==> src/design/stom_consts.svh <==
// Summary of operation
// - Pulse width fault if pause below 90%
// - Selection under enable: torque off plus diagnostic
// - Setting picks error or warning for that
// - Warning clears itself when enable drops
// - Error stays latched until operator clear
// - Every diagnostic enters the numbers list
// - Selected when both inputs read 0, or A alone in single channel
// - Torque removed at once, axis coasts
// - Brake control follows torque-off, never separately
// - Lone channel: other must select first
// - Channels may disagree at most 1 s
// - Torque-off and brake state readable
// - One or two channel selection, variant check
// - Brake switched off over two channels
// - Energize-to-clamp brake rejected
// - Outputs tested online with test pulses
// - Panel shows torque-off while brake active
// - Valid test pulse lasts 20 us or more
// - Deselected time per channel, 1 hour limit
// - One missed pulse forgiven by next 8
`ifndef STOM_CONSTS_SVH
`define STOM_CONSTS_SVH
// Clock rate
`define CLK_MHZ 125
// Shortest valid test pulse
`define PULSE_MIN_US 20
`define PULSE_MIN_CYC (`PULSE_MIN_US * `CLK_MHZ)
// Longest low still taken as a test pulse
`define PULSE_MAX_US 1000
`define PULSE_MAX_CYC (`PULSE_MAX_US * `CLK_MHZ)
// Pause to pulse ratio: pause >= 90% of period
`define RATIO_PAUSE 9
// Pulses needed to forgive one miss
`define GOOD_PULSES 8
// Channel disagreement tolerance
`define DISC_S 1
`define DISC_CYC (`DISC_S * 1000000 * `CLK_MHZ)
// Deselected time allowed without a pulse
`define IVL_H 1
`define IVL_CYC (64'd3600 * 64'd1000000 * `CLK_MHZ * `IVL_H)
// Output test: period and off time
`define OTEST_PER_MS 1000
`define OTEST_PER_CYC (`OTEST_PER_MS * 1000 * `CLK_MHZ)
`define OTEST_LEN_US 500
`define OTEST_LEN_CYC (`OTEST_LEN_US * `CLK_MHZ)
// Diagnostic list output depth
`define DIAG_N 8
`endif

==> src/design/stom_pkg.sv <==
`default_nettype none
package stom_pkg;
	// Static configuration
	typedef struct packed {
		logic single_channel;   // Selection over channel A alone
		logic single_forbidden; // Variant rejects single channel
		logic error_mode;       // 1: fatal error, 0: warning
		logic brake_option;     // Brake capable option fitted
		logic brake_present;    // Holding brake connected
		logic brake_clamp_on;   // Brake clamps when energised
	} config_t;
	// Operating status
	typedef struct packed {
		logic torque_off;
		logic brake_active;
		logic sel_a;
		logic sel_b;
		logic output_test;
	} status_t;
	// Diagnostics, latched except notice, warning and config fault
	typedef struct packed {
		logic safety_active_notice;
		logic select_under_enable_warning;
		logic select_under_enable_error;
		logic test_pulse_width_fault;
		logic selection_check_fault;
		logic switchoff_channel_fault;
		logic test_pulse_interval_fault;
		logic safety_config_fault;
	} diag_t;
	// Codes for the diagnostic list, same order as diag_t
	typedef enum logic [2:0] {
		DG_CONFIG, DG_INTERVAL, DG_SWITCHOFF, DG_SELCHECK,
		DG_WIDTH, DG_ERROR, DG_WARNING, DG_NOTICE
	} diag_code_t;
	// Output test sequencer
	typedef enum logic [1:0] {OT_WAIT, OT_OFF, OT_CHECK} otest_t;
endpackage
`default_nettype wire

==> src/design/sel_channel_monitor.sv <==
`include "stom_consts.svh"
`default_nettype none
module sel_channel_monitor
	import stom_pkg::*;
#(
	parameter logic [16:0] PULSE_MAX = 17'(`PULSE_MAX_CYC),
	parameter logic [39:0] IVL_CYC   = 40'(`IVL_CYC)
) (
	// Clock and reset
	input  wire logic mclk,
	input  wire logic arst_n,
	// Selection pin, low active
	input  wire logic sel_n,
	input  wire logic clear,
	// Results
	output logic      level_q,
	output logic      held_q,
	output logic      pulse_q,
	output logic      width_fault_q,
	output logic      ivl_fault_q
);
	logic        s1_q, s2_q;  // Synchroniser stages
	logic [16:0] low_q;       // Low time, saturating
	logic [20:0] high_q;      // Pause time, saturating
	logic [39:0] ivl_q;       // Deselected time since last pulse
	logic        seen_q;      // A pause has been measured
	logic        missed_q;    // One pulse missed, on probation
	logic [3:0]  good_q;      // Pulses since the miss
	// Decode of edges and checks
	wire rise     = !level_q && s2_q;
	wire valid    = rise && (low_q >= 17'(`PULSE_MIN_CYC)) && !held_q;
	wire ratio_ng = seen_q && (high_q < 21'(`RATIO_PAUSE) * {4'h0, low_q});
	wire ivl_end  = s2_q && (ivl_q >= IVL_CYC - 40'h1);
	wire forgiven = missed_q && (good_q == 4'(`GOOD_PULSES - 1));
	// Two-stage synchroniser, second stage read only
	always_ff @(posedge mclk or negedge arst_n)
		if (!arst_n)
		begin
			s1_q    <= 1'b1;
			s2_q    <= 1'b1;
			level_q <= 1'b1;
		end
		else
		begin
			s1_q    <= sel_n;
			s2_q    <= s1_q;
			level_q <= s2_q;
		end
	// Low and pause timers
	always_ff @(posedge mclk or negedge arst_n)
		if (!arst_n)
		begin
			low_q  <= 17'h0;
			high_q <= 21'h0;
			seen_q <= 1'b0;
			held_q <= 1'b0;
		end
		else
		begin
			low_q  <= s2_q ? 17'h0 : (low_q == PULSE_MAX ? low_q : low_q + 17'h1);
			high_q <= rise ? 21'h0 : (!s2_q || &high_q ? high_q : high_q + 21'h1);
			held_q <= !s2_q && (low_q >= PULSE_MAX - 17'h1);
			if (rise)
				seen_q <= 1'b1;
		end
	// Pulse strobe and width fault
	always_ff @(posedge mclk or negedge arst_n)
		if (!arst_n)
		begin
			pulse_q       <= 1'b0;
			width_fault_q <= 1'b0;
		end
		else
		begin
			pulse_q       <= valid;
			width_fault_q <= (valid && ratio_ng) || (width_fault_q && !clear);
		end
	// Interval watch with one forgiven miss
	always_ff @(posedge mclk or negedge arst_n)
		if (!arst_n)
		begin
			ivl_q       <= 40'h0;
			missed_q    <= 1'b0;
			good_q      <= 4'h0;
			ivl_fault_q <= 1'b0;
		end
		else
		begin
			// Time adds up only while deselected
			if (valid || ivl_end)
				ivl_q <= 40'h0;
			else if (s2_q)
				ivl_q <= ivl_q + 40'h1;
			if (ivl_end)
				missed_q <= 1'b1;
			else if (valid && forgiven)
				missed_q <= 1'b0;
			if (ivl_end || forgiven && valid)
				good_q <= 4'h0;
			else if (valid && missed_q)
				good_q <= good_q + 4'h1;
			ivl_fault_q <= (ivl_end && missed_q) || (ivl_fault_q && !clear);
		end
endmodule
`default_nettype wire

==> src/design/safe_torque_off_selection_monitor.sv <==
`include "stom_consts.svh"
`default_nettype none
module safe_torque_off_selection_monitor
	import stom_pkg::*;
#(
	parameter logic [16:0] PULSE_MAX  = 17'(`PULSE_MAX_CYC),
	parameter logic [39:0] IVL_CYC    = 40'(`IVL_CYC),
	parameter logic [26:0] DISC_CYC   = 27'(`DISC_CYC),
	parameter logic [27:0] OTEST_PER  = 28'(`OTEST_PER_CYC),
	parameter logic [16:0] OTEST_LEN  = 17'(`OTEST_LEN_CYC)
) (
	// Clock and reset
	input  wire logic        mclk,
	input  wire logic        arst_n,
	// Selection inputs from the safety unit, low active
	input  wire logic        sel_a_n,
	input  wire logic        sel_b_n,
	// Drive side
	input  wire logic        drive_enable,
	input  wire config_t     cfg,
	input  wire logic        clear_diag,
	// Read-back of switch-off paths, high while energised
	input  wire logic [3:0]  switch_fb,
	// Power stage and brake, high enables torque or releases brake
	output logic             torque_en_a_q,
	output logic             torque_en_b_q,
	output logic             brake_rel_a_q,
	output logic             brake_rel_b_q,
	// Status and diagnostics
	output status_t          status_q,
	output diag_t            diag_q,
	output logic             panel_torque_off_q,
	output diag_code_t       diag_num_q,
	output logic             diag_strobe_q
);
	// Channel results
	logic lvl_a, lvl_b;        // Synchronised levels
	logic held_a, held_b;      // Held low beyond a pulse
	logic pls_a, pls_b;        // Valid pulse strobes
	logic wf_a, wf_b;          // Width faults
	logic if_a, if_b;          // Interval faults
	// Selection tracking
	logic        sel_prev_q;   // Selection one cycle ago
	logic [1:0]  lone_q;       // Channel that selected alone
	logic [26:0] disc_q;       // Disagreement timer
	logic        selchk_q;     // Selection check fault
	logic        warn_q;       // Warning flag
	logic        err_q;        // Error flag
	// Output test
	otest_t      ot_q;         // Test sequencer state
	logic [27:0] ot_cnt_q;     // Period and off-time counter
	logic        swoff_q;      // Switch-off channel fault
	// Diagnostic list feeder
	logic [7:0]  diag_prev_q;  // Flags seen last cycle
	logic [7:0]  pend_q;       // Entries waiting for the list

	// Both channel monitors
	sel_channel_monitor #(
		.PULSE_MAX (PULSE_MAX),
		.IVL_CYC   (IVL_CYC)
	) u_ch_a (
		.mclk          (mclk),
		.arst_n        (arst_n),
		.sel_n         (sel_a_n),
		.clear         (clear_diag),
		.level_q       (lvl_a),
		.held_q        (held_a),
		.pulse_q       (pls_a),
		.width_fault_q (wf_a),
		.ivl_fault_q   (if_a)
	);
	sel_channel_monitor #(
		.PULSE_MAX (PULSE_MAX),
		.IVL_CYC   (IVL_CYC)
	) u_ch_b (
		.mclk          (mclk),
		.arst_n        (arst_n),
		.sel_n         (sel_b_n),
		.clear         (clear_diag),
		.level_q       (lvl_b),
		.held_q        (held_b),
		.pulse_q       (pls_b),
		.width_fault_q (wf_b),
		.ivl_fault_q   (if_b)
	);

	// Selection decode
	wire single    = cfg.single_channel;
	wire sel_w     = single ? !lvl_a : (!lvl_a && !lvl_b);
	wire sel_rise  = sel_w && !sel_prev_q;
	wire under_en  = sel_rise && drive_enable;
	// Configuration faults
	wire cfg_bad   = (single && cfg.single_forbidden)
	               || (cfg.brake_option && cfg.brake_present && cfg.brake_clamp_on);
	// Brake control exists only on the brake option with a brake
	wire brake_ok  = cfg.brake_option && cfg.brake_present;
	// Any fatal condition that must also remove torque
	wire fatal     = diag_q.test_pulse_width_fault || diag_q.selection_check_fault
	               || diag_q.switchoff_channel_fault || diag_q.test_pulse_interval_fault
	               || diag_q.safety_config_fault || diag_q.select_under_enable_error;
	wire off_w     = sel_w || fatal || cfg_bad;
	// Disagreement and lone channel checks, dual wiring only
	wire disagree  = !single && (held_a ^ held_b);
	wire disc_end  = disagree && (disc_q >= DISC_CYC - 27'h1);
	wire lone_lost = !single && (lone_q != 2'b00) && !held_a && !held_b;
	// Output test timing
	wire ot_off    = (ot_q == OT_OFF);
	wire ot_done   = ot_off && (ot_cnt_q >= {11'h0, OTEST_LEN} - 28'h1);
	wire ot_due    = (ot_q == OT_WAIT) && (ot_cnt_q >= OTEST_PER - 28'h1);
	wire fb_stuck  = |switch_fb;
	// Current flag vector and its new entries
	wire [7:0] diag_v   = diag_q;
	wire [7:0] new_diag = diag_v & ~diag_prev_q;
	wire [7:0] pick     = pend_q & (~pend_q + 8'h1);

	// Selection history
	always_ff @(posedge mclk or negedge arst_n)
		if (!arst_n)
			sel_prev_q <= 1'b0;
		else
			sel_prev_q <= sel_w;

	// Lone channel memory
	always_ff @(posedge mclk or negedge arst_n)
		if (!arst_n)
			lone_q <= 2'b00;
		else if (held_a && held_b || lone_lost || single)
			lone_q <= 2'b00;
		else if (lone_q == 2'b00)
			lone_q <= {held_b, held_a};

	// Disagreement timer
	always_ff @(posedge mclk or negedge arst_n)
		if (!arst_n)
			disc_q <= 27'h0;
		else if (!disagree || disc_end)
			disc_q <= 27'h0;
		else
			disc_q <= disc_q + 27'h1;

	// Selection check fault, set wins over clear
	always_ff @(posedge mclk or negedge arst_n)
		if (!arst_n)
			selchk_q <= 1'b0;
		else
			selchk_q <= disc_end || lone_lost || (selchk_q && !clear_diag);

	// Selection under enable: warning or error
	always_ff @(posedge mclk or negedge arst_n)
		if (!arst_n)
		begin
			warn_q <= 1'b0;
			err_q  <= 1'b0;
		end
		else
		begin
			// Warning drops by itself once enable is gone
			warn_q <= (under_en && !cfg.error_mode) || (warn_q && drive_enable);
			// Error waits for the operator
			err_q  <= (under_en && cfg.error_mode) || (err_q && !clear_diag);
		end

	// Output test sequencer
	always_ff @(posedge mclk or negedge arst_n)
		if (!arst_n)
		begin
			ot_q     <= OT_WAIT;
			ot_cnt_q <= 28'h0;
			swoff_q  <= 1'b0;
		end
		else
		begin
			case (ot_q)
				// Count the test period
				OT_WAIT:
				begin
					ot_cnt_q <= ot_due ? 28'h0 : ot_cnt_q + 28'h1;
					if (ot_due)
						ot_q <= OT_OFF;
				end
				// Outputs held off for a short time
				OT_OFF:
				begin
					ot_cnt_q <= ot_done ? 28'h0 : ot_cnt_q + 28'h1;
					if (ot_done)
						ot_q <= OT_CHECK;
				end
				// Every path must read back off
				OT_CHECK:
					ot_q <= OT_WAIT;
				default:
					ot_q <= OT_WAIT;
			endcase
			swoff_q <= (ot_q == OT_CHECK && fb_stuck) || (swoff_q && !clear_diag);
		end

	// Power stage and brake channels
	always_ff @(posedge mclk or negedge arst_n)
		if (!arst_n)
		begin
			torque_en_a_q <= 1'b0;
			torque_en_b_q <= 1'b0;
			brake_rel_a_q <= 1'b0;
			brake_rel_b_q <= 1'b0;
		end
		else
		begin
			// Torque removed at once; no ramp, the axis coasts
			torque_en_a_q <= !off_w && !ot_off;
			torque_en_b_q <= !off_w && !ot_off;
			// Brake falls with torque, over two independent paths
			brake_rel_a_q <= brake_ok && !off_w && !ot_off;
			brake_rel_b_q <= brake_ok && !off_w && !ot_off;
		end

	// Status word and front panel
	always_ff @(posedge mclk or negedge arst_n)
		if (!arst_n)
		begin
			status_q           <= '0;
			panel_torque_off_q <= 1'b0;
		end
		else
		begin
			status_q.torque_off   <= off_w;
			status_q.brake_active <= off_w && brake_ok;
			status_q.sel_a        <= !lvl_a;
			status_q.sel_b        <= !lvl_b;
			status_q.output_test  <= ot_off;
			// Brake control never runs alone, so torque-off is shown
			panel_torque_off_q    <= off_w;
		end

	// Diagnostic flags
	always_ff @(posedge mclk or negedge arst_n)
		if (!arst_n)
			diag_q <= '0;
		else
		begin
			diag_q.safety_active_notice        <= sel_w;
			diag_q.select_under_enable_warning <= warn_q;
			diag_q.select_under_enable_error   <= err_q;
			diag_q.test_pulse_width_fault      <= wf_a || wf_b;
			diag_q.selection_check_fault       <= selchk_q;
			diag_q.switchoff_channel_fault     <= swoff_q;
			diag_q.test_pulse_interval_fault   <= if_a || if_b;
			diag_q.safety_config_fault         <= cfg_bad;
		end

	// Queue each new flag and emit one list entry per cycle
	always_ff @(posedge mclk or negedge arst_n)
		if (!arst_n)
		begin
			diag_prev_q   <= 8'h00;
			pend_q        <= 8'h00;
			diag_num_q    <= DG_CONFIG;
			diag_strobe_q <= 1'b0;
		end
		else
		begin
			diag_prev_q   <= diag_v;
			// A new entry wins over the one being taken
			pend_q        <= (pend_q & ~pick) | new_diag;
			diag_strobe_q <= |pend_q;
			if (|pend_q)
				diag_num_q <= diag_code_t'($clog2(pick));
		end
endmodule
`default_nettype wire

==> config.mk <==
export PLATFORM = sky130hd
export DESIGN_NAME = safe_torque_off_selection_monitor
export DESIGN_NICKNAME = d
export VERILOG_FILES = /design/src/design/stom_pkg.sv /design/src/design/sel_channel_monitor.sv /design/src/design/safe_torque_off_selection_monitor.sv
export VERILOG_INCLUDE_DIRS = /design/src /design/src/design
export SDC_FILE = /design/constraint.sdc
export NUM_CORES = 1
export LEC_CHECK = 0
export ABC_CLOCK_PERIOD_IN_PS = 4100
export BUFFER_PORTS_ARGS = -buffer_cell sky130_fd_sc_hd__buf_2
export CORE_MARGIN = 2
export CORE_UTILIZATION = 40
export CTS_CLUSTER_SIZE = 20
export DETAILED_ROUTE_END_ITERATION = 8
export PLACE_DENSITY = 0.59
export SETUP_SLACK_MARGIN = 0.4
export SYNTH_ARGS = -nofsm -noshare
export SYNTH_HDL_FRONTEND = slang
export SYNTH_HIERARCHICAL = 1
export SYNTH_SLANG_ARGS = --single-unit
==> constraint.sdc <==
create_clock -name mclk -period 4.1 [get_ports mclk]
set_input_delay 0.41 -clock mclk [delete_from_list [all_inputs] [get_ports mclk]]
set_output_delay 0.41 -clock mclk [all_outputs]
set_load 0.05 [all_outputs]
Word level (Yosys, flattened, before mapping)
Cells that the tools add are included.
W data, S select, Z words.
- ROM bits: 0
- output and inout bits: 22
- bits in latches: 0
- bits in writable memories: 0
- bits of input ports: 16
- memories kept: 0
- bits in registers: 278
- multipliers: 2
- magnitude comparators: 11
- eq/ne operators: 12
- add/sub/neg operators: 12
- shift operators: 0
- bitwise gates (word level): 8
- div/mod/pow operators: 0
- mux-type cells: 39
- reductions and logical operators: 109
- operators by type and width (kind ; count):
    $mux W40 ; 4
    $mux W21 ; 4
    $add A40 B1 Y40 const B ; 2
    $ge A40 B39 Y1 const B ; 2
    $mux W17 ; 4
    $mux W28 ; 2
    $pmux W28 S2 ; 1
    $logic_and A1 B1 Y1 ; 51
    $add A21 B1 Y21 const B ; 2
    $lt A21 B21 Y1 ; 2
    $mul A4 B17 Y21 const A ; 2
    $reduce_and A21 Y1 ; 2
    $add A17 B1 Y17 const B ; 2
    $eq A17 B17 Y1 const B ; 2
    $ge A17 B12 Y1 const B ; 2
    $ge A17 B17 Y1 const B ; 2
    $add A28 B1 Y28 const B ; 1
    $ge A28 B16 Y1 const B ; 1
    $ge A28 B27 Y1 const B ; 1
    $logic_or A1 B1 Y1 ; 28
    $add A27 B1 Y27 const B ; 1
    $ge A27 B27 Y1 const B ; 1
    $mux W27 ; 1
    $and A8 B8 Y8 ; 3
    other kinds (23) ; 70

Depth between registers and ports, before layout
Gate-level depths: netlist of run 1.
- depth in word-level cells: 13
- depth in mapped cells: 16
- mapped depth without buffers: 16

Hierarchy
Netlist of run 1, hierarchy kept.
- modules (own cells, without submodules) (module ; area an instance (um^2) ; instances ; cells an instance ; seq. area each (um^2)):
    sel_channel_monitor ; 5816.8 ; 2 ; 622 ; 2280.9
    safe_torque_off_selection_monitor ; 4383.0 ; 1 ; 435 ; 2452.4

Worst setup path after synthesis of run 1
Ideal clock, no wire load.
- kind: register -> register
- from: register u_ch_a.low_q[4]
- to: register u_ch_a.width_fault_q
- cell stages (with the launch flop): 17
- path buffers: 0
- slack: 0.450 ns
- period minus slack after synthesis: 3.650 ns
- setup time: 0.082 ns
- arrival time: 3.568 ns
- cell sequence: dfrtp_1 -> ha_1 -> ha_1 -> fa_1 -> a211o_1 -> o211ai_1 -> a2bb2oi_1 -> a2111oi_0 -> nor3_1 -> xnor2_1 -> ha_1 -> a21o_1 -> a21o_1 -> a21o_1 -> a211oi_1 -> o2bb2ai_1 -> a31oi_1
- cells in the longest elaborated chain, start to end: 5
- elaborated cells between the ends (all ways): 8
- classes of those cells: mul: 1; order compare: 2; reduce/logical: 5
- ends and longest elaborated chain (what ; RTL line ; source):
    start: declaration ; sel_channel_monitor.sv:23 ; logic [16:0] low_q;
    start signal: assignment ; sel_channel_monitor.sv:60 ; low_q <= s2_q ? 17'h0 : (low_q == PULSE_MAX ? low_q : low_q + 17'h1);
    $mul A4 B17 Y21 or $ge A17 B12 Y1 (tied branches) ; sel_channel_monitor.sv:32, sel_channel_monitor.sv:31 ;
    $lt A21 B21 Y1 or $logic_and A1 B1 Y1 (tied branches) ; sel_channel_monitor.sv:32, sel_channel_monitor.sv:31 ;
    $logic_and A1 B1 Y1, on equally long branches ; sel_channel_monitor.sv:32, sel_channel_monitor.sv:31 ;
    $logic_and A1 B1 Y1 * ; sel_channel_monitor.sv:76 ; width_fault_q <= (valid && ratio_ng) || (width_fault_q && !clear);
    $logic_or A1 B1 Y1 * ; sel_channel_monitor.sv:76 ;
    end signal: assignment ; sel_channel_monitor.sv:76 ;
    end: declaration ; sel_channel_monitor.sv:19 ; output logic width_fault_q,
Mark *: on every way between the ends. The rest lies on a longest branch, timed or not.
A chain may end at the register's enable or synchronous reset.

Final worst setup path of run 1
- from: register u_ch_b.low_q[1]
- to: register u_ch_b.width_fault_q
- cells in the longest elaborated chain, start to end: 5
- elaborated cells between the ends (all ways): 8
- classes of those cells: mul: 1; order compare: 2; reduce/logical: 5
- ends and longest elaborated chain (what ; RTL line):
    start: declaration ; sel_channel_monitor.sv:23
    start signal: assignment ; sel_channel_monitor.sv:60
    $mul A4 B17 Y21 or $ge A17 B12 Y1 (tied branches) ; sel_channel_monitor.sv:32, sel_channel_monitor.sv:31
    $lt A21 B21 Y1 or $logic_and A1 B1 Y1 (tied branches) ; sel_channel_monitor.sv:32, sel_channel_monitor.sv:31
    $logic_and A1 B1 Y1, on equally long branches ; sel_channel_monitor.sv:32, sel_channel_monitor.sv:31
    $logic_and A1 B1 Y1 * ; sel_channel_monitor.sv:76
    $logic_or A1 B1 Y1 * ; sel_channel_monitor.sv:76
    end signal: assignment ; sel_channel_monitor.sv:76
    end: declaration ; sel_channel_monitor.sv:19
Marked as above.

==> key figures, run 1 <==
Status
  • Run status: finished, final reports clean

Cells and area
  • Ant diodes: 0
  • Nets: 1860
  • Final core occ: 0.456
  • Layout area overhead: 12.9%
  • Layout cell share with drive strength beyond 1: 0.0926

Setup path
  • CP arrival: 4.16 ns
  • Critical path class: reg -> reg
  • CP Data Required Time: 4.54 ns
  • Worst Path Max Fanout: 3
  • Crit path capture type: flip-flop
  • CP startpoint kind: flip-flop

Die
  • Site Rows: 73
  • Die Width: 204 um
  • Core Box Area: 39500 sq um
  • Die height: 204 um
  • Initial core utilization: 0.404
  • Io pins: 38
  • DIE AREA: 41500 sq um

GRT
  • Initial antenna violation count: 0
  • Vias in the first global route: 11900
  • Total global-route track usage: 0.163
  • First-pass GRT wire length: 57.2 mm
  • Largest net degree at the start of global routing: 111
  • GRT overflow: 0

Clocking
  • Clk Latency, worst-skew pair: 0.52 ns
  • Worst-path clk slew: 0.06 ns
  • CTS sink count: 278
  • Clock tree buffer depth: 3
  • Cts bufs inserted: 35
  • TritonCTS clock tree: done
  • Clock root buffer: clkbuf_16
  • CTS HTree Levels: 2

Detailed routing
  • Mean routed wirelength per cell: 14.5 um
  • Residual DRC count: 0
  • Vias per cell: 5.26
  • Total Wirelength: 33.1 mm
  • DR iter-0 viols: 657
  • Vias: 12000
  • ANT nets after route: 0
  • 1st-pass router iterations: 5

Min path
  • Hold WC Path Type: in -> reg

STA
  • Slew headroom: 0.459
  • Peak Freq: 269 MHz
  • Worst Tran Pin Value: 0.803 ns
  • Fin Clk Skew: 0.0201 ns
  • Fin. max-slew vios: 0
  • Hold Violations, Final: 0
  • Tcrit/Tclk final: 0.906
  • Unrepaired setup endpoints after global routing: yes
  • Final setup fails: 0
  • Fin crit period: 3.71 ns
  • Setup TNS: 0 ns

Run
  • Max-cap violations: 0

Yosys
  • Ys Warns: 6
  • Post-synthesis cell count: 1677
  • Mapped Area: 16000 sq um
  • Mapped Nets: 1803
  • Mean Syn Cell Area: 9.52 sq um

Power
  • Pleak: 8.45 nW
  • Max IR drop VDD: 0.213 mV
  • PwrDens: 346 nW/um^2

Placement
  • I/O Buffers: 37
  • GPL Wtd Cong: 0.799
  • DP HPWL: 22.5 mm
==> metal layers <==
| metal | track usage | share of wire | up-vias | routed length [um] |
|---|---|---|---|---|
| met1 | 0.226 | 0.49 | 5811 | 16200 |
| met2 | 0.265 | 0.46 | 159 | 15100 |
| met4 | 0.0417 | 0.020 | 0 | 656 |
| met5 | 0 | 0 | - | 0 |
| met3 | 0.0267 | 0.034 | 48 | 1140 |
| li1 | - | - | 6003 | - |
==> power breakdown <==
part / internal, mW / total [mW] / switching [mW]
sequential: 2.83 / 2.92 / 0.0863
combinational: 0.132 / 0.395 / 0.262
clock: 1.76 / 2.93 / 1.17
total: 4.73 / 6.24 / 1.51
==> placed cells by master, fill, tap and decap left out, types with 15 or more instances in the layout <==
master       n
nor2_1     274
dfrtp_1    269
xor2_1     123
nand2_1    122
ha_1       102
xnor2_1     86
nand3_1     82
nand4_1     66
inv_1       59
a21oi_1     51
and3_1      47
clkbuf_16   36
buf_2       36
nor3_1      33
o21ai_0     31
a21o_1      27
nor4_1      24
buf_4       22
and2_1      21
clkbuf_1    16
nand2b_1    15
==> sequential cells by signal (all words and copies together), names as in the netlist, 2 cells and up <==
| signal | flops |
|---|---|
| lone_q | 2 |
| diag_q | 8 |
| ot_cnt_q | 28 |
| u_ch_a/high_q | 21 |
| diag_prev_q | 8 |
| u_ch_b/low_q | 17 |
| ot_q | 2 |
| status_q | 4 |
| u_ch_b/ivl_q | 40 |
| u_ch_a/ivl_q | 40 |
| u_ch_a/good_q | 4 |
| disc_q | 27 |
| u_ch_a/low_q | 17 |
| u_ch_b/good_q | 4 |
| pend_q | 8 |
| diag_num_q | 3 |
| u_ch_b/high_q | 21 |
==> worst max-delay path: stages (launching register included) <==
cell and delay [ns]:
dfrtp_1 0.41, ha_4 0.26, ha_4 0.16, fa_2 0.40, a211o_1 0.31, o211ai_1 0.13, a2bb2oi_2 0.13, a2111oi_2 0.38
nor3_1 0.09, xnor2_1 0.14, ha_1 0.31, a21o_1 0.16, a21o_1 0.17, a21o_1 0.19, a211oi_2 0.18, o2bb2ai_1 0.09
a31oi_1 0.14
==> final timing paths <==
path	depth (start not counted)	slack, ns	endpoint	startpoint
max	16	0.39	u_ch_b/width_fault_q	u_ch_b/low_q[1]
min	2	0.15	diag_q[0]	cfg[4]
max reg2reg	16	0.39	u_ch_b/width_fault_q	u_ch_b/low_q[1]
min reg2reg	0	0.36	u_ch_b/s2_q	u_ch_b/s1_q
max in group asynchronous	3	2.56	u_ch_b/ivl_q[34]	arst_n
min in group asynchronous	2	0.51	ot_cnt_q[9]	arst_n
==> timing repair <==
item,in CTS,in global routing
pin swaps,11,11
setup buffers,6,7
hold buffers,3,0
gates cloned,0,0
endpoints found under the hold margin,92,0
resized for setup,11,10
setup endpoints to repair,2,2
==> area by class of cell <==
cell class	count	area [sq um]
Multi-Input combinational cell	1295	8640
Timing Repair Buffer	65	450
Inverter	59	221
Clock buffer	56	1020
Clock inverter	7	75.1
Sequential cell	278	6970
Tap cell	525	657
Fill cell	3758	21500
==> metrics by stage <==
stage | power, mW | instance area [sq um] | instances | setup slack [ns] | hold WS, ns
floorplan | 3.20 | 16000 | 1677 | 0.450 | 0.114
global placement | 3.35 | 16700 | 2206 | 0.227 | 0.347
detailed placement | 3.35 | 16700 | 2206 | 0.113 | 0.351
CTS | 6.35 | 17900 | 2278 | 0.382 | 0.117
global route | 6.53 | 18000 | 2285 | 0.196 | 0.130
finish | 6.24 | 18000 | 2285 | 0.386 | 0.145
(Power assumes the default switching activity.)
==> run 2, diff against run 1 <==
CORE_MARGIN = 5   (was 2)
SYNTH_HIERARCHICAL = default   (was 1)
==> run 2 against run 1 <==
Compared with the run above:
- sequential power up 1%
- critical path depth shrank 3
- non-clock buffer count up 10
- critical path type unchanged
- global-route usage barely moved
- die area grew 6.7%
==> key figures, run 2 <==
Placement
  • Placed Cells: 2279 (+3.3%)
  • GPL Wtd Cong: 0.805 (+0.80%)
  • I/O Buffers: 37 (unchanged)
  • Pre-CTS setup slack: 0.131 ns (+0.0181 ns)
  • DP HPWL: 25.6 mm (+14%)

Yosys
  • Commonest cells post-synth: 272 x dfrtp_1, 254 x nor2_1, 141 x nand2_1
  • Ys Warns: 0 (-6)
  • Synth top area share: 0.423
  • Synth Register Bits: 278
  • Primary FF master, synth: dfrtp_1
  • Top cells by area, synth: dfrtp_1 42%, ha_1 8.4%, xor2_1 6.8%
  • Post-synthesis cell count: 1746 (+4.1%)
  • Mapped Nets: 1872 (+3.8%)
  • Mapped Area: 16100 sq um (+0.69%)
  • Register area share after synthesis: 0.433
  • Post-synth EDFFs: 0
  • Count leader, synth: dfrtp_1
  • Async set-reset flop share out of synthesis: 1.00
  • Synth unique cells: 70
  • Mean Syn Cell Area: 9.21 sq um (-3.3%)
  • Synth area leader: dfrtp_1

STA
  • Unrepaired setup endpoints after global routing: yes
  • Fin. max-slew vios: 0 (unchanged)
  • Slew headroom: 0.273 (-0.187)
  • Final worst setup slack: 0.531 ns (+0.145 ns)
  • Setup TNS: 0 ns (unchanged)
  • Tcrit/Tclk final: 0.871 (-0.0353)
  • Fin crit period: 3.57 ns (-0.145 ns)
  • Final setup fails: 0 (unchanged)
  • Fin Clk Skew: 0.0302 ns (+0.0101 ns)
  • Peak Freq: 280 MHz (+4.1%)
  • Hold Violations, Final: 0 (unchanged)
  • Worst Tran Pin Value: 1.08 ns (+0.279 ns)

Power
  • Pleak: 8.25 nW (-2.3%)
  • Max IR drop VDD: 0.290 mV (+36%)
  • Clock power share: 0.466 (-0.003)
  • Register share of total power: 0.464 (-0.004)
  • Share of total power in combinational logic: 0.070 (+0.007)
  • Switching part of the total power: 0.245 (+0.00209)
  • Sw power: 1.56 mW (+3.0%)
  • PwrDens: 349 nW/um^2 (+0.75%)
  • Cell-internal power: 4.82 mW (+1.9%)

Clocking
  • Clk Latency, worst-skew pair: 0.54 ns (+0.02 ns)
  • Clock root buffer: clkbuf_16
  • CTS sink count: 278 (unchanged)
  • Cts bufs inserted: 34 (-2.9%)
  • Clock tree buffer depth: 3 (unchanged)
  • CTS HTree Levels: 2 (unchanged)
  • TritonCTS clock tree: done
  • Worst-path clk slew: 0.06 ns (about the same)

Setup path
  • Critical path class: reg -> reg
  • CP arrival: 4.02 ns (-0.14 ns)
  • CP Data Required Time: 4.56 ns (+0.02 ns)
  • Crit path capture type: flip-flop
  • CP startpoint kind: flip-flop
  • Worst Path Max Fanout: 4 (+1)

Cells and area
  • Most frequent cells in the layout: 264 x dfrtp_1, 254 x nor2_1, 141 x nand2_1
  • Multi-input logic area: 8840 sq um (+2.2%)
  • Top flop regs: u_ch_a.ivl_q: 40 flops, u_ch_b.ivl_q: 40 flops, ot_cnt_q: 28 flops
  • Nets: 1934 (+4.0%)
  • Layout cell share with drive strength beyond 1: 0.0950 (+0.00242)
  • # fillers: 3840 (+2.2%)
  • Layout area overhead: 13.7%
  • Commonest non-fill, non-tap cell in the layout: dfrtp_1
  • Area occupied by registers: 6970 sq um (about the same)
  • Final Non-Filler Cells: 2357 (+3.2%)
  • Final core occ: 0.460 (+0.00414)

GRT
  • Largest net degree at the start of global routing: 110 (-0.90%)
  • Total global-route track usage: 0.163 (+0.000326)
  • First-pass GRT wire length: 61.6 mm (+7.6%)
  • Initial antenna violation count: 1 (+1)
  • Vias in the first global route: 12500 (+5.4%)
  • GRT overflow: 0 (unchanged)

Die
  • Initial core utilization: 0.405 (+0.000915)
  • Die Width: 210 um (+3.3%)
  • Io pins: 38 (unchanged)
  • Site Rows: 73 (unchanged)
  • DIE AREA: 44300 sq um (+6.7%)
  • Die height: 210 um (+3.3%)
  • Core Box Area: 39700 sq um (+0.46%)

Detailed routing
  • Mean routed wirelength per cell: 15.5 um (+7.0%)
  • Vias per cell: 5.39 (+2.4%)
  • Total Wirelength: 36.5 mm (+10%)
  • Vias: 12700 (+5.6%)
  • Residual DRC count: 0 (unchanged)
  • 1st-pass router iterations: 5 (unchanged)
  • DR iter-0 viols: 696 (+5.9%)
  • ANT nets after route: 0 (unchanged)

Status
  • Run status: finished, final reports clean

Min path
  • Hold WC Path Type: in -> reg

Run
  • Max-cap violations: 0 (unchanged)
-- run 2: cell types whose count changed in the layout (fill, tap and decap cells not counted), sizes merged, moves of 13 or more --
cell / change
o21ai: +32
a21oi: +28
nor2: -20
xnor2: -20
nand2: +17
and2: -13
nand3: +13
nor3: +13
-- run 2: power groups by stage --
stage	clock [mW]	combinational, mW	sequential [mW]
floorplan	0	0.235	3.02
global placement	0	0.429	3.00
detailed placement	0	0.439	3.01
CTS	3.07	0.444	2.96
global route	3.18	0.506	2.97
finish	2.97	0.445	2.96
-- run 2: timing repair --
action | 4_1_cts | 5_1_grt
endpoints found under the setup margin | 2 | 2
setup buffers | 2 | 13
pin swaps | 2 | 13
hold buffers | 3 | 0
resized for setup | 11 | 28
endpoints found under the hold margin | 39 | 0
-- run 2: worst max-delay path, stage by stage (launching register included) --
cell,delay [ns]
dfrtp_2,0.43
ha_1,0.30
ha_2,0.22
fa_2,0.37
a211oi_2,0.25
o21bai_1,0.11
a21oi_1,0.15
xor2_1,0.17
ha_1,0.26
a2111o_1,0.40
a2111oi_1,0.32
o21ai_1,0.16
a21oi_1,0.18
a32o_1,0.18
-- run 2: metal layers --
layer	share of wire	track usage	up-vias
met4	0.023	0.0514	2
met1	0.47	0.220	6131
met5	0.00036	0	-
met2	0.47	0.270	158
met3	0.032	0.0284	58
li1	-	-	6347
-- run 2: area by class of cell --
class,instances,share of cell area
well taps,525,0.0359
inverters,56,0.0115
clock buffers,52,0.0552
repair buffers,75,0.0274
clock inverters,7,0.00486
flip-flops and latches,278,0.382
multi-input cells,1363,0.483
diodes,1,0.000137
-- run 2: cell families after synthesis --
logic type      synth area share
simple gates               0.239
mux                      0.00381
flops                      0.433
buf+inv                   0.0255
fa+ha+maj                 0.0865
compound gates             0.107
xor+xnor                   0.104
-- run 2: worst paths after layout --
path                                 start                    to  slack [ns]  cells after the start
setup reg to reg           u_ch_b.low_q[1]  u_ch_b.width_fault_q        0.53                     13
min in group asynchronous           arst_n      u_ch_a.ivl_q[13]        0.54                      2
setup / recovery           u_ch_b.low_q[1]  u_ch_b.width_fault_q        0.53                     13
hold reg to reg                u_ch_a.s1_q           u_ch_a.s2_q        0.35                      0
max in group asynchronous           arst_n      u_ch_a.low_q[11]        2.66                      3
hold / removal                drive_enable                warn_q        0.10                      2
-- run 2: through the flow --
step	hold slack [ns]	cell area (sq um)	power (mW)
final	0.102	18300	6.38
after global routing	0.0926	18300	6.66
after CTS	0.0656	18100	6.48
after detailed placement	0.347	16900	3.45
after global placement	0.346	16900	3.43
after floorplan	0.114	16100	3.25
==> run 3, diff against run 2 <==
CORE_MARGIN = 10   (was 5)
==> run 3 against run 2 <==
Compared with the run above:
- clock-buffer cell count decreased by 1
- largest power group unchanged
- clock skew fell by 0.019 ns
- critical endpoint unchanged
- die area up 9.7%
- sequential power barely moved
- global-route usage down 1.1 points
- critical path depth unchanged
==> key figures, run 3 (synthesis results as in run 2) <==
Clocking
  • TritonCTS clock tree: done
  • CTS sink count: 278 (unchanged)
  • Clock root buffer: clkbuf_16
  • CTS HTree Levels: 2 (unchanged)
  • Worst-path clk slew: 0.05 ns (about the same)
  • Cts bufs inserted: 34 (unchanged)
  • Clk Latency, worst-skew pair: 0.55 ns (about the same)
  • Clock tree buffer depth: 3 (unchanged)

Setup path
  • Worst Path Max Fanout: 4 (unchanged)
  • Critical Path Stages: 13 (unchanged)
  • CP bufs+invs: 0 (unchanged)
  • Reg2Reg Depth: 13 (unchanged)
  • Slowest-stage cell, CP: dfrtp_1
  • Delay-heaviest family, CP: compound AO/OA/AOI/OAI gates
  • R2R Setup Slk: 0.52 ns (about the same)
  • CP startpoint kind: flip-flop
  • Crit path capture type: flip-flop
  • CP Cell Sequence: ha_1, ha_2, fa_2, a211oi_4, o21bai_1, a21oi_1, xor2_1, ha_1, a2111o_1, a2111oi_2, o21ai_1, a21oi_1, a32o_1
  • CP arrival: 4.06 ns (+0.04 ns)
  • Critical path class: reg -> reg
  • Worst flop-to-flop path startpoint: u_ch_b.low_q[1]
  • CP Data Required Time: 4.58 ns (+0.02 ns)
  • Worst reg2reg path endpoint: u_ch_b.width_fault_q
  • CP peak stage delay: 0.41 ns (-0.02 ns)

GRT
  • Total global-route track usage: 0.153 (-0.0108)
  • GRT overflow: 0 (unchanged)
  • Initial antenna violation count: 0 (-1)
  • First-pass GRT wire length: 61.8 mm (+0.29%)
  • Vias in the first global route: 12400 (-1.2%)
  • Largest net degree at the start of global routing: 87 (-21%)

Detailed routing
  • Mean routed wirelength per cell: 15.6 um (+0.68%)
  • ANT nets after route: 0 (unchanged)
  • Vias: 12700 (+0.17%)
  • Vias per cell: 5.41 (+0.43%)
  • DR iter-0 viols: 905 (+30%)
  • 1st-pass router iterations: 5 (unchanged)
  • Residual DRC count: 0 (unchanged)
  • Total Wirelength: 36.7 mm (+0.42%)

Cells and area
  • Final Non-Filler Cells: 2351 (-0.25%)
  • Ant diodes: 0 (-1)
  • Layout Cell Area excl Fill: 18300 sq um (about the same)
  • Layout area overhead: 13.7% (about the same)
  • Top flop regs: u_ch_a.ivl_q: 40 flops, u_ch_b.ivl_q: 40 flops, ot_cnt_q: 28 flops
  • # fillers: 3772 (-1.8%)
  • Layout cell share with drive strength beyond 1: 0.0838 (-0.0112)
  • Multi-input logic area: 8820 sq um (-0.17%)
  • Nets: 1926 (-0.41%)
  • Area occupied by registers: 6970 sq um (-0.13%)
  • Commonest non-fill, non-tap cell in the layout: dfrtp_1
  • Most frequent cells in the layout: 271 x dfrtp_1, 254 x nor2_1, 141 x nand2_1

STA
  • WHS: 0.0929 ns (-0.00890 ns)
  • Unrepaired setup endpoints after global routing: no
  • Slew headroom: 0.271 (-0.00207)
  • Final setup fails: 0 (unchanged)
  • Peak Freq: 279 MHz (-0.39%)
  • Fin Clk Skew: 0.0109 ns (-0.0193 ns)
  • Tcrit/Tclk final: 0.874 (+0.00338)
  • Setup TNS: 0 ns (unchanged)
  • Worst Tran Pin Value: 1.09 ns (+0.00308 ns)
  • Fin. max-slew vios: 0 (unchanged)
  • Hold Violations, Final: 0 (unchanged)
  • Fin crit period: 3.58 ns (+0.0139 ns)

Min path
  • WHS Path Cells: 2 (unchanged)
  • Hold path start: drive_enable
  • Hold WC Path Type: in -> reg
  • Hold path endpoint: warn_q

Die
  • DIE AREA: 48600 sq um (+9.7%)
  • Initial core utilization: 0.405 (unchanged)
  • Site Rows: 73 (unchanged)
  • Die Width: 220 um (+4.8%)
  • Core Box Area: 39700 sq um (unchanged)
  • Die height: 220 um (+4.8%)
  • Io pins: 38 (unchanged)

Placement
  • Placed Cells: 2278 (-0.044%)
  • DP HPWL: 25.5 mm (-0.18%)
  • DP Area: 16900 sq um (about the same)
  • GPL Wtd Cong: 0.828 (+2.8%)
  • I/O Buffers: 37 (unchanged)

Power
  • PwrDens: 358 nW/um^2 (+2.7%)
  • Pwr Total: 6.55 mW (+2.7%)
  • Clock power share: 0.481 (+0.015)
  • Pleak: 8.25 nW (about the same)
  • Share of total power in combinational logic: 0.067 (-0.003)
  • Cell-internal power: 4.95 mW (+2.7%)
  • Sw power: 1.60 mW (+2.7%)
  • Switching part of the total power: 0.245 (about the same)
  • Register share of total power: 0.452 (-0.012)
  • Max IR drop VDD: 0.253 mV (-13%)

Status
  • Run status: finished, final reports clean

Run
  • Max-cap violations: 0 (unchanged)
run 3: worst max path at each step:
stage,from,to,slack (ns)
floorplan,u_ch_b.low_q[2],u_ch_b.width_fault_q,0.58
global placement,u_ch_b.low_q[2],u_ch_b.width_fault_q,0.26
detailed placement,u_ch_b.low_q[2],u_ch_b.width_fault_q,0.23
CTS,u_ch_b.low_q[2],u_ch_b.width_fault_q,0.39
global route,u_ch_b.low_q[1],u_ch_b.width_fault_q,0.36
finish,u_ch_b.low_q[1],u_ch_b.width_fault_q,0.52
run 3: through the flow:
step           utilization  setup slack (ns)
2_1_floorplan            -             0.575
6_report             0.460             0.517
5_1_grt              0.460             0.357
3_5_place_dp         0.425             0.227
3_3_place_gp         0.425             0.265
4_1_cts              0.456             0.394
run 3: what timing repair did:
| action | 4_1_cts | 5_1_grt |
|---|---|---|
| pin swaps | 3 | 11 |
| gates resized for setup | 8 | 19 |
| buffers inserted | 2 | 6 |
| hold buffers | 3 | 0 |
| setup endpoints to repair | 2 | 2 |
| hold endpoints to repair | 82 | 0 |
run 3: layout make-up:
type	instances	area share
multi-input cells	1363	0.483
well taps	525	0.0359
flip-flops and latches	278	0.381
clock buffers	51	0.0528
repair buffers	67	0.0248
inverters	56	0.0115
clock inverters	11	0.0112
run 3: per-layer routing:
layer	track usage	share of wire	up-vias
met1	0.209	0.49	6148
met3	0.0280	0.037	45
met4	0.0457	0.022	0
met5	0	0	-
met2	0.242	0.46	191
li1	-	-	6334
run 3: worst reg2reg max path: cells and delay by family (launching register included):
family / cells / cell delay, ns
XOR/XNOR: 1 / 0.17
adder cells (fa/ha/maj): 4 / 1.20
flip-flops: 1 / 0.41
AO/OA/AOI/OAI: 8 / 1.74
run 3: power groups by stage:
stage / registers (mW) / logic (mW) / clock network (mW)
2_1_floorplan: 3.02 / 0.235 / 0
3_3_place_gp: 3.00 / 0.429 / 0
3_5_place_dp: 3.01 / 0.436 / 0
4_1_cts: 2.96 / 0.442 / 3.24
5_1_grt: 2.98 / 0.498 / 3.38
6_report: 2.96 / 0.439 / 3.15
